## src/verilog/i2c_dma_setup_defs.vh

```
// Register map, field layout and reset values of the DMA request and setup block
`ifndef I2C_DMA_SETUP_DEFS_VH
`define I2C_DMA_SETUP_DEFS_VH
`define ADDR_W 32
`define DATA_W 16
`define OFF_DMA_REQUEST_CONTROL 32'h50001388
`define OFF_TX_DMA_WATERMARK 32'h5000138C
`define OFF_RX_DMA_WATERMARK 32'h50001390
`define OFF_DATA_LINE_SETUP_DELAY 32'h50001394
`define BIT_TX_DMA_ENABLE 1
`define BIT_RX_DMA_ENABLE 0
`define CTRL_W 2
`define LEVEL_W 5
`define SETUP_W 8
`define RST_DMA_CTRL 2'h0
`define RST_LEVEL 5'h00
`define RST_SETUP 8'h64
`define SETUP_MIN 8'h02
`define SETUP_LAST_TICK 8'h01
`define SETUP_STEP 8'h01
`endif

```

## src/verilog/i2c_dma_setup.v

```verilog
// DMA request generation and slave-transmitter data setup hold for the I2C controller
//
// Implementation choice: strobed register access.
`include "i2c_dma_setup_defs.vh"

module i2c_dma_setup #(
  parameter FIFO_CNT_W = 6
) (
  input wire clk,
  input wire rst,
  input wire [`ADDR_W-1:0] addr,
  input wire [`DATA_W-1:0] wrData,
  input wire wrStrobe,
  input wire rdStrobe,
  output reg [`DATA_W-1:0] rdData,
  input wire controllerEnable,
  input wire [FIFO_CNT_W-1:0] txFifoCount,
  input wire [FIFO_CNT_W-1:0] rxFifoCount,
  input wire i2cClkTick,
  input wire setupStart,
  output reg sclHoldLow,
  output reg setupDone,
  output reg dmaTxReq,
  output reg dmaRxReq,
  output reg [`SETUP_W-1:0] dataSetupCountReg
);

  // ----------------------------------------------------------------
  // Local constants
  // ----------------------------------------------------------------
  localparam CNT_EXT_W = FIFO_CNT_W + 1;
  localparam [1:0] HOLD_IDLE = 2'b00;
  localparam [1:0] HOLD_BUSY = 2'b01;

  // ----------------------------------------------------------------
  // Registers and next values
  // ----------------------------------------------------------------
  reg [`CTRL_W-1:0] dmaCtrl_r;
  reg [`CTRL_W-1:0] dmaCtrl_nxt;
  reg [`LEVEL_W-1:0] txDmaLevel_r;
  reg [`LEVEL_W-1:0] txDmaLevel_nxt;
  reg [`LEVEL_W-1:0] rxDmaLevel_r;
  reg [`LEVEL_W-1:0] rxDmaLevel_nxt;
  reg [`SETUP_W-1:0] dataSetupCount_nxt;
  reg [`DATA_W-1:0] rdData_nxt;
  reg dmaTxReq_nxt;
  reg dmaRxReq_nxt;
  reg [1:0] holdState_r;
  reg [1:0] holdState_nxt;
  reg [`SETUP_W-1:0] setupCnt_r;
  reg [`SETUP_W-1:0] setupCnt_nxt;
  reg sclHoldLow_nxt;
  reg setupDone_nxt;

  // ----------------------------------------------------------------
  // Decode wires
  // ----------------------------------------------------------------
  wire selCtrl;
  wire selTxLevel;
  wire selRxLevel;
  wire selSetup;
  wire ctrlWrite;
  wire txLevelWrite;
  wire rxLevelWrite;
  wire setupWrite;
  wire txDmaEnable;
  wire rxDmaEnable;
  wire [CNT_EXT_W-1:0] txLevelExt;
  wire [CNT_EXT_W-1:0] rxLevelExt;
  wire [CNT_EXT_W-1:0] txCntExt;
  wire [CNT_EXT_W-1:0] rxCntExt;
  wire holdLastTick;

  // ----------------------------------------------------------------
  // Helper functions
  // ----------------------------------------------------------------
  function hit;
    input [`ADDR_W-1:0] a;
    input [`ADDR_W-1:0] off;
    begin
      hit = (a == off);
    end
  endfunction

  function [CNT_EXT_W-1:0] extLevel;
    input [`LEVEL_W-1:0] level;
    begin
      extLevel = {{(CNT_EXT_W-`LEVEL_W){1'b0}}, level};
    end
  endfunction

  function [CNT_EXT_W-1:0] extCount;
    input [FIFO_CNT_W-1:0] count;
    begin
      extCount = {1'b0, count};
    end
  endfunction

  function [`DATA_W-1:0] padLevel;
    input [`LEVEL_W-1:0] level;
    begin
      padLevel = {{(`DATA_W-`LEVEL_W){1'b0}}, level};
    end
  endfunction

  function txReqCond;
    input en;
    input [CNT_EXT_W-1:0] count;
    input [CNT_EXT_W-1:0] level;
    begin
      txReqCond = en && (count <= level);
    end
  endfunction

  function rxReqCond;
    input en;
    input [CNT_EXT_W-1:0] count;
    input [CNT_EXT_W-1:0] level;
    begin
      rxReqCond = en && (count > level);
    end
  endfunction

  // ----------------------------------------------------------------
  // Address decode
  // ----------------------------------------------------------------
  assign selCtrl = hit(addr, `OFF_DMA_REQUEST_CONTROL);
  assign selTxLevel = hit(addr, `OFF_TX_DMA_WATERMARK);
  assign selRxLevel = hit(addr, `OFF_RX_DMA_WATERMARK);
  assign selSetup = hit(addr, `OFF_DATA_LINE_SETUP_DELAY);
  assign ctrlWrite = wrStrobe && selCtrl;
  assign txLevelWrite = wrStrobe && selTxLevel;
  assign rxLevelWrite = wrStrobe && selRxLevel;
  assign setupWrite = wrStrobe && selSetup && !controllerEnable;
  assign txDmaEnable = dmaCtrl_r[`BIT_TX_DMA_ENABLE];
  assign rxDmaEnable = dmaCtrl_r[`BIT_RX_DMA_ENABLE];

  // ----------------------------------------------------------------
  // DMA request control register
  // ----------------------------------------------------------------
  always @* begin
    dmaCtrl_nxt = dmaCtrl_r;
    if (ctrlWrite) begin
      dmaCtrl_nxt = wrData[`CTRL_W-1:0];
    end
  end

  always @(posedge clk) begin
    if (rst) begin
      dmaCtrl_r <= `RST_DMA_CTRL;
    end else begin
      dmaCtrl_r <= dmaCtrl_nxt;
    end
  end

  // ----------------------------------------------------------------
  // Transmit watermark register
  // ----------------------------------------------------------------
  always @* begin
    txDmaLevel_nxt = txDmaLevel_r;
    if (txLevelWrite) begin
      txDmaLevel_nxt = wrData[`LEVEL_W-1:0];
    end
  end

  always @(posedge clk) begin
    if (rst) begin
      txDmaLevel_r <= `RST_LEVEL;
    end else begin
      txDmaLevel_r <= txDmaLevel_nxt;
    end
  end

  // ----------------------------------------------------------------
  // Receive watermark register
  // ----------------------------------------------------------------
  always @* begin
    rxDmaLevel_nxt = rxDmaLevel_r;
    if (rxLevelWrite) begin
      rxDmaLevel_nxt = wrData[`LEVEL_W-1:0];
    end
  end

  always @(posedge clk) begin
    if (rst) begin
      rxDmaLevel_r <= `RST_LEVEL;
    end else begin
      rxDmaLevel_r <= rxDmaLevel_nxt;
    end
  end

  // ----------------------------------------------------------------
  // Data setup count register
  // ----------------------------------------------------------------
  always @* begin
    dataSetupCount_nxt = dataSetupCountReg;
    if (setupWrite) begin
      dataSetupCount_nxt = wrData[`SETUP_W-1:0];
    end
  end

  always @(posedge clk) begin
    if (rst) begin
      dataSetupCountReg <= `RST_SETUP;
    end else begin
      dataSetupCountReg <= dataSetupCount_nxt;
    end
  end

  // ----------------------------------------------------------------
  // Read port
  // ----------------------------------------------------------------
  always @* begin
    rdData_nxt = {`DATA_W{1'b0}};
    if (rdStrobe) begin
      if (selCtrl) begin
        rdData_nxt = {{(`DATA_W-`CTRL_W){1'b0}}, dmaCtrl_r};
      end else if (selTxLevel) begin
        rdData_nxt = padLevel(txDmaLevel_r);
      end else if (selRxLevel) begin
        rdData_nxt = padLevel(rxDmaLevel_r);
      end else if (selSetup) begin
        rdData_nxt = {{(`DATA_W-`SETUP_W){1'b0}}, dataSetupCountReg};
      end
    end
  end

  always @(posedge clk) begin
    if (rst) begin
      rdData <= {`DATA_W{1'b0}};
    end else begin
      rdData <= rdData_nxt;
    end
  end

  // ----------------------------------------------------------------
  // DMA requests
  // ----------------------------------------------------------------
  assign txLevelExt = extLevel(txDmaLevel_r);
  assign rxLevelExt = extLevel(rxDmaLevel_r);
  assign txCntExt = extCount(txFifoCount);
  assign rxCntExt = extCount(rxFifoCount);

  always @* begin
    dmaTxReq_nxt = txReqCond(txDmaEnable, txCntExt, txLevelExt);
    dmaRxReq_nxt = rxReqCond(rxDmaEnable, rxCntExt, rxLevelExt);
  end

  always @(posedge clk) begin
    if (rst) begin
      dmaTxReq <= 1'b0;
      dmaRxReq <= 1'b0;
    end else begin
      dmaTxReq <= dmaTxReq_nxt;
      dmaRxReq <= dmaRxReq_nxt;
    end
  end

  // ----------------------------------------------------------------
  // Setup hold of the clock line
  // ----------------------------------------------------------------
  assign holdLastTick = i2cClkTick && (setupCnt_r <= `SETUP_LAST_TICK);

  always @* begin
    holdState_nxt = holdState_r;
    setupCnt_nxt = setupCnt_r;
    sclHoldLow_nxt = sclHoldLow;
    setupDone_nxt = 1'b0;
    case (holdState_r)
      HOLD_IDLE: begin
        if (setupStart) begin
          holdState_nxt = HOLD_BUSY;
          setupCnt_nxt = dataSetupCountReg;
          sclHoldLow_nxt = 1'b1;
        end
      end
      HOLD_BUSY: begin
        if (holdLastTick) begin
          holdState_nxt = HOLD_IDLE;
          setupCnt_nxt = {`SETUP_W{1'b0}};
          sclHoldLow_nxt = 1'b0;
          setupDone_nxt = 1'b1;
        end else if (i2cClkTick) begin
          setupCnt_nxt = setupCnt_r - `SETUP_STEP;
        end
      end
      default: begin
        holdState_nxt = HOLD_IDLE;
        setupCnt_nxt = {`SETUP_W{1'b0}};
        sclHoldLow_nxt = 1'b0;
      end
    endcase
  end

  always @(posedge clk) begin
    if (rst) begin
      holdState_r <= HOLD_IDLE;
      setupCnt_r <= {`SETUP_W{1'b0}};
      sclHoldLow <= 1'b0;
      setupDone <= 1'b0;
    end else begin
      holdState_r <= holdState_nxt;
      setupCnt_r <= setupCnt_nxt;
      sclHoldLow <= sclHoldLow_nxt;
      setupDone <= setupDone_nxt;
    end
  end

endmodule // i2c_dma_setup

```

## config.mk

```make
export PLATFORM = sky130hd
export DESIGN_NAME = i2c_dma_setup
export DESIGN_NICKNAME = d
export VERILOG_FILES = /design/src/verilog/i2c_dma_setup.v
export VERILOG_INCLUDE_DIRS = /design/src /design/src/verilog
export SDC_FILE = /design/constraint.sdc
export NUM_CORES = 1
export LEC_CHECK = 0
export ABC_CLOCK_PERIOD_IN_PS = 2500
export BUFFER_PORTS_ARGS = -buffer_cell sky130_fd_sc_hd__buf_2
export CAP_MARGIN = 20
export CORE_ASPECT_RATIO = 1.1
export CORE_UTILIZATION = 30
export DETAILED_ROUTE_END_ITERATION = 8
export SLEW_MARGIN = 0
export SYNTH_ARGS = -nofsm -noshare
export SYNTH_HDL_FRONTEND = slang
export SYNTH_SLANG_ARGS = --single-unit
```

## constraint.sdc

```tcl
create_clock -name clk -period 2.5 [get_ports clk]
set_clock_uncertainty 0.2 [all_clocks]
set_input_delay 0.25 -clock clk [delete_from_list [all_inputs] [get_ports clk]]
set_output_delay 0.25 -clock clk [all_outputs]
set_load 0.01 [all_outputs]
```

==> reports/results.ini, run 1 <==
[synth]
postSynth.asyncResetShare=0
yosys-top-cells-count=dfxtp_1 (40), nor2_1 (31), mux2i_1 (18)
synthFlopType=dfxtp_1
ys_top_cells_by_area=dfxtp_1 (36%), mux2i_1 (8.0%), ha_1 (6.7%)
yosysTopAreaCellShare=0.356
synth.most_common_cell=dfxtp_1
ys_seq_elements=40
synth_edf_count=0
synth_top_area_cell=dfxtp_1
ys_seq_area_frac=0.356
synth_area_per_cell_um2=9.00
ys_types=45
synthCells=250
yosys_warnings=0
netlist_area_um2=2250

[clock_network]
cts_hold_buf=1
clk_pin_slew_ps=70
post_cts_resize_count=0
htreeDepth=2
clk_latency_ps=290
clockBufferDepth=2
cts_tree=built
post_cts_buffers=0
cts-root-buf=clkbuf_8
clock-sinks=40
cts_buffers=5

[floorplan]
dieArea_um2=7850
coreArea_um2=7130
row_count=32
top_level_ports=95
die_y_um=92.8
start_util=0.316
die_w_um=84.6

[grt]
antenna_found_initial=0
grt_overflow=0
grt_max_degree=36
grt_pass1_vias=1980
grt_usage=0.149
grt_pass1_wl_mm=9.27

[worst_setup_path]
cp_top_family=simple AND/OR/NAND/NOR gates
slowest_delay_ps=510
critPathSlowestCell=or4_1
critPathLaunchType=register
crit_arrival_ps=2310
end_kind=register
criticalPathCategory=register to register
worstPathMaxFanout=8
path_cells=inv_1, ha_1, or2_1, a31o_2, or4_1, a31oi_1
cp_num_buf_inv=1
cp.required_ps=2520

[timing]
setup_viol=0
hold_violations=0
finalMaxSlewViolations=0
fin_ws_ps=205
period_share=0.918
slew_headroom=0.639
grt_setup_unrepaired=no
fmax_mhz=436
tns_ps=0
period_needed_ps=2300
worstMarginPinSlew_ps=538

[power]
total_power_uw=1320
clkPwrFrac=0.334
leakage_uw=0.00121
power.density_nw_per_um2=469
power_frac_comb=0.159
vdd_drop_max_uv=182
power_frac_seq=0.508
switchingPower_uw=348
swShare=0.264
p_int_uw=968

[detailed_routing]
vias_per_cell=4.97
routed_wl_mm=5.58
drc=0
drt-initial-drc-count=157
postRouteAntennaNets=0
wl_per_cell_um=13.4
via_count=2066
dr.pass1.iters=7

[placed_design]
dpl_worst_slack_ps=265
port_buffers=78
hpwlAfterDp_mm=4.32
gp_congestion=0.865
postPlaceCellArea_um2=2700

[min_path]
min_path_type=input pin to register

[final_layout]
diodes=0
fin_util=0.393
layout-drive-gt1-share=0.293
nets=409
syn2layout_area_growth_pct=24.5
stdcell_area_um2=2800

[status]
status=completed

[flow_run]
maxCapViolations=0

## state kept, by name, indices dropped and copies added (netlist names)
register / cells
dmaTxReq: 1
setupCnt_r: 8
rdData: 8
dmaRxReq: 1
dataSetupCountReg: 8
txDmaLevel_r: 5
rxDmaLevel_r: 5
setupDone: 1
dmaCtrl_r: 2
sclHoldLow: 1
## path summary, 6_finish.rpt
path / startpoint / end / slack (ps) / cells after the start
min: wrData[7] / dataSetupCountReg[7]$_SDFFE_PP0P_ / 20 / 3
min reg2reg: dataSetupCountReg[6]$_SDFFE_PP1P_ / setupCnt_r[6]$_SDFFE_PP0P_ / 320 / 2
max reg2reg: setupCnt_r[0]$_SDFFE_PP0P_ / setupCnt_r[4]$_SDFFE_PP0P_ / 200 / 6
max: setupCnt_r[0]$_SDFFE_PP0P_ / setupCnt_r[4]$_SDFFE_PP0P_ / 200 / 6
## per-layer routing
layer	track usage	wire [µm]	part of all wire	up-vias
li1	-	-	-	1046
met1	0.187	2600	0.47	941
met2	0.254	2560	0.46	72
met3	0.0258	336	0.060	7
met4	0.0551	87	0.016	0
met5	0	0	0	-
## layout make-up
cell class / count / area (µm²)
repair buffers: 82 / 423
clock buffers: 8 / 90.1
multi-input cells: 185 / 1320
flip-flops and latches: 40 / 801
well taps: 85 / 106
inverters: 16 / 60.1
fillers: 752 / 4320
## worst register-to-register path, stage by stage (launching register included)
cell	delay, ps
dfxtp_1	430
inv_1	90
ha_1	270
or2_1	250
a31o_2	300
or4_1	510
a31oi_1	180
## cell families (layout without fill, tap and decap cells)
kind of cell	count (synthesis)	after routing	synth area share
other	1	8	0.00167
buffers and inverters	32	106	0.0684
adder cells (fa/ha/maj)	12	12	0.0667
AND/OR/NAND/NOR	98	98	0.281
multiplexers	18	18	0.0800
flip-flops	40	40	0.356
AO/OA/AOI/OAI	49	49	0.146
## stage by stage
stage	hold WS (ps)	instances
4_1_cts	15.6	416
3_5_place_dp	223	407
2_1_floorplan	129	257
5_1_grt	41.8	416
3_3_place_gp	220	407
6_report	22.1	416
## power groups by stage
stage / Combinational (µW) / Clock, µW / Sequential [µW]
after floorplan: 133 / 0 / 678
after global placement: 204 / 0 / 681
after detailed placement: 206 / 0 / 681
after CTS: 208 / 456 / 667
after global routing: 238 / 480 / 670
final: 209 / 439 / 668
## layout by cell type (no fill, tap or decap), drive strengths merged, types with 6 or more instances in the layout
cell type and count:
nor4 9, nand3 6, a21oi 13, clkbuf 8, nand2 14, o21ai 8
ha 12, mux2i 18, buf 81, conb 8, inv 16, nor2 31
nor3 7, dfxtp 40
Power figures use the tool's default switching activity.
==> inputs of run 2 (changes only) <==
--- a/config.mk
+++ b/config.mk
@@ -12,6 +12,7 @@
 export CORE_ASPECT_RATIO = 1.1
 export CORE_UTILIZATION = 30
 export DETAILED_ROUTE_END_ITERATION = 8
+export GPL_TIMING_DRIVEN = 0
 export SLEW_MARGIN = 0
 export SYNTH_ARGS = -nofsm -noshare
 export SYNTH_HDL_FRONTEND = slang
==> run 2 against run 1 <==
Net effect: the flow now finishes with violations (DRC); sequential share of layout area fell by 0.68 points; fmax down 0.75%; core utilization is 0.97 points higher; flip-flop and latch count stayed put; power up 1.5%; combinational power is 7% higher; critical endpoint unchanged; largest power group unchanged.
==> reports/results.ini, run 2 (synthesis gave the netlist of run 1 again) <==
[clock_network]
post_cts_resize_count=0
clk_pin_slew_ps=80
cts_tree=built
clockBufferDepth=2
clk_latency_ps=310
cts-root-buf=clkbuf_8
clock-sinks=40
cts_buffers=5
htreeDepth=2

[floorplan]
start_util=0.316
coreArea_um2=7130
die_y_um=92.8
row_count=32
top_level_ports=95
die_w_um=84.6
dieArea_um2=7850

[timing]
fin_hold_ws_ps=14.0
tns_ps=0
worstMarginPinSlew_ps=639
period_needed_ps=2310
setup_viol=0
period_share=0.925
hold_violations=0
slew_headroom=0.571
finalMaxSlewViolations=0
grt_setup_unrepaired=no
fmax_mhz=432

[flow_run]
maxCapViolations=0

[final_layout]
mostFrequentLayoutCells=buf_2 (77), dfxtp_1 (40), nor2_1 (31), mux2i_1 (18), inv_1 (16)
layout-drive-gt1-share=0.303
nets=421
final_common_cell=buf_2
diodes=0
syn2layout_area_growth_pct=27.6
largestRegisters=dataSetupCountReg: 8 flops, rdData: 8 flops, setupCnt_r: 8 flops

[worst_setup_path]
cp_num_buf_inv=1
crit_arrival_ps=2340
slowest_delay_ps=510
criticalPathCategory=register to register
cp.required_ps=2530
cp_top_family=simple AND/OR/NAND/NOR gates
path_cells=inv_1, ha_1, or2_1, a31o_2, or4_1, a31oi_1
end_kind=register
critPathSlowestCell=or4_1
critPathLaunchType=register
worstPathMaxFanout=8

[grt]
antenna_found_initial=0
grt_pass1_vias=2055
grt_usage=0.156
grt_pass1_wl_mm=9.65
grt_overflow=0
grt_max_degree=15

[detailed_routing]
vias_per_cell=4.96
postRouteAntennaNets=0
via_count=2124
wl_per_cell_um=13.7
drt-initial-drc-count=119
drc=9
routed_wl_mm=5.86
dr.pass1.iters=7

[power]
vdd_drop_max_uv=188
leakage_uw=0.00124
power.density_nw_per_um2=465

[status]
status=finished, violations left
violations=DRC

[min_path]
min_path_type=input pin to register

[placed_design]
hpwlAfterDp_mm=4.68
port_buffers=77
gp_congestion=0.853

[run 2: changes by cell type in the layout (fill, tap and decap cells not counted)]
| cell | delta |
|---|---|
| clkinvlp_4 | +2 |
| buf_4 | +6 |
| clkbuf_1 | +5 |
| buf_2 | -1 |
| clkbuf_8 | -1 |
| clkinv_4 | +1 |
[run 2: routing by layer]
layer | vias to the layer above | part of all wire | track usage
met1 | 969 | 0.46 | 0.197
met2 | 70 | 0.46 | 0.266
met5 | - | 0 | 0
li1 | 1077 | - | -
met3 | 8 | 0.059 | 0.0303
met4 | 0 | 0.019 | 0.0551
[run 2: layout make-up]
class / count / area [µm²]
well taps: 85 / 106
clock buffers: 5 / 68.8
flip-flops and latches: 40 / 801
repair buffers: 78 / 395
plain buffers: 16 / 93.8
inverters: 16 / 60.1
clock inverters: 3 / 23.8
fillers: 758 / 4260
multi-input cells: 185 / 1320
[run 2: metrics by stage]
stage | total power (µW) | cells | instance area [µm²] | setup WS [ps] | util
2_1_floorplan | 812 | 257 | 2280 | 403 | -
3_3_place_gp | 898 | 419 | 2770 | 248 | 0.389
3_5_place_dp | 902 | 419 | 2770 | 233 | 0.389
4_1_cts | 1350 | 428 | 2870 | 211 | 0.403
5_1_grt | 1400 | 428 | 2870 | 65.6 | 0.403
6_report | 1340 | 428 | 2870 | 188 | 0.403
[run 2: worst register-to-register path, cell delays in order (launching register included)]
cell and delay [ps]:
dfxtp_1 440, inv_1 90, ha_1 280, or2_1 240, a31o_2 300, or4_1 510, a31oi_1 170
[run 2: timing repair]
| item | CTS | global route |
|---|---|---|
| hold buffers | 1 | 0 |
| buffers inserted | 0 | 0 |
| endpoints found under the hold margin | 1 | 0 |
[run 2: worst paths after layout]
path | startpoint | cells after the start | slack [ps] | end
max | setupCnt_r[0]$_SDFFE_PP0P_ | 6 | 190 | setupCnt_r[4]$_SDFFE_PP0P_
min reg2reg | setupCnt_r[6]$_SDFFE_PP0P_ | 2 | 320 | setupCnt_r[6]$_SDFFE_PP0P_
max reg2reg | setupCnt_r[0]$_SDFFE_PP0P_ | 6 | 190 | setupCnt_r[4]$_SDFFE_PP0P_
min | wrData[7] | 3 | 10 | dataSetupCountReg[7]$_SDFFE_PP0P_
[run 2: power breakdown]
part           switching, µW  internal [µW]  total [µW]
logic                    123            101         223
registers               16.5            650         667
clock network            248            198         445
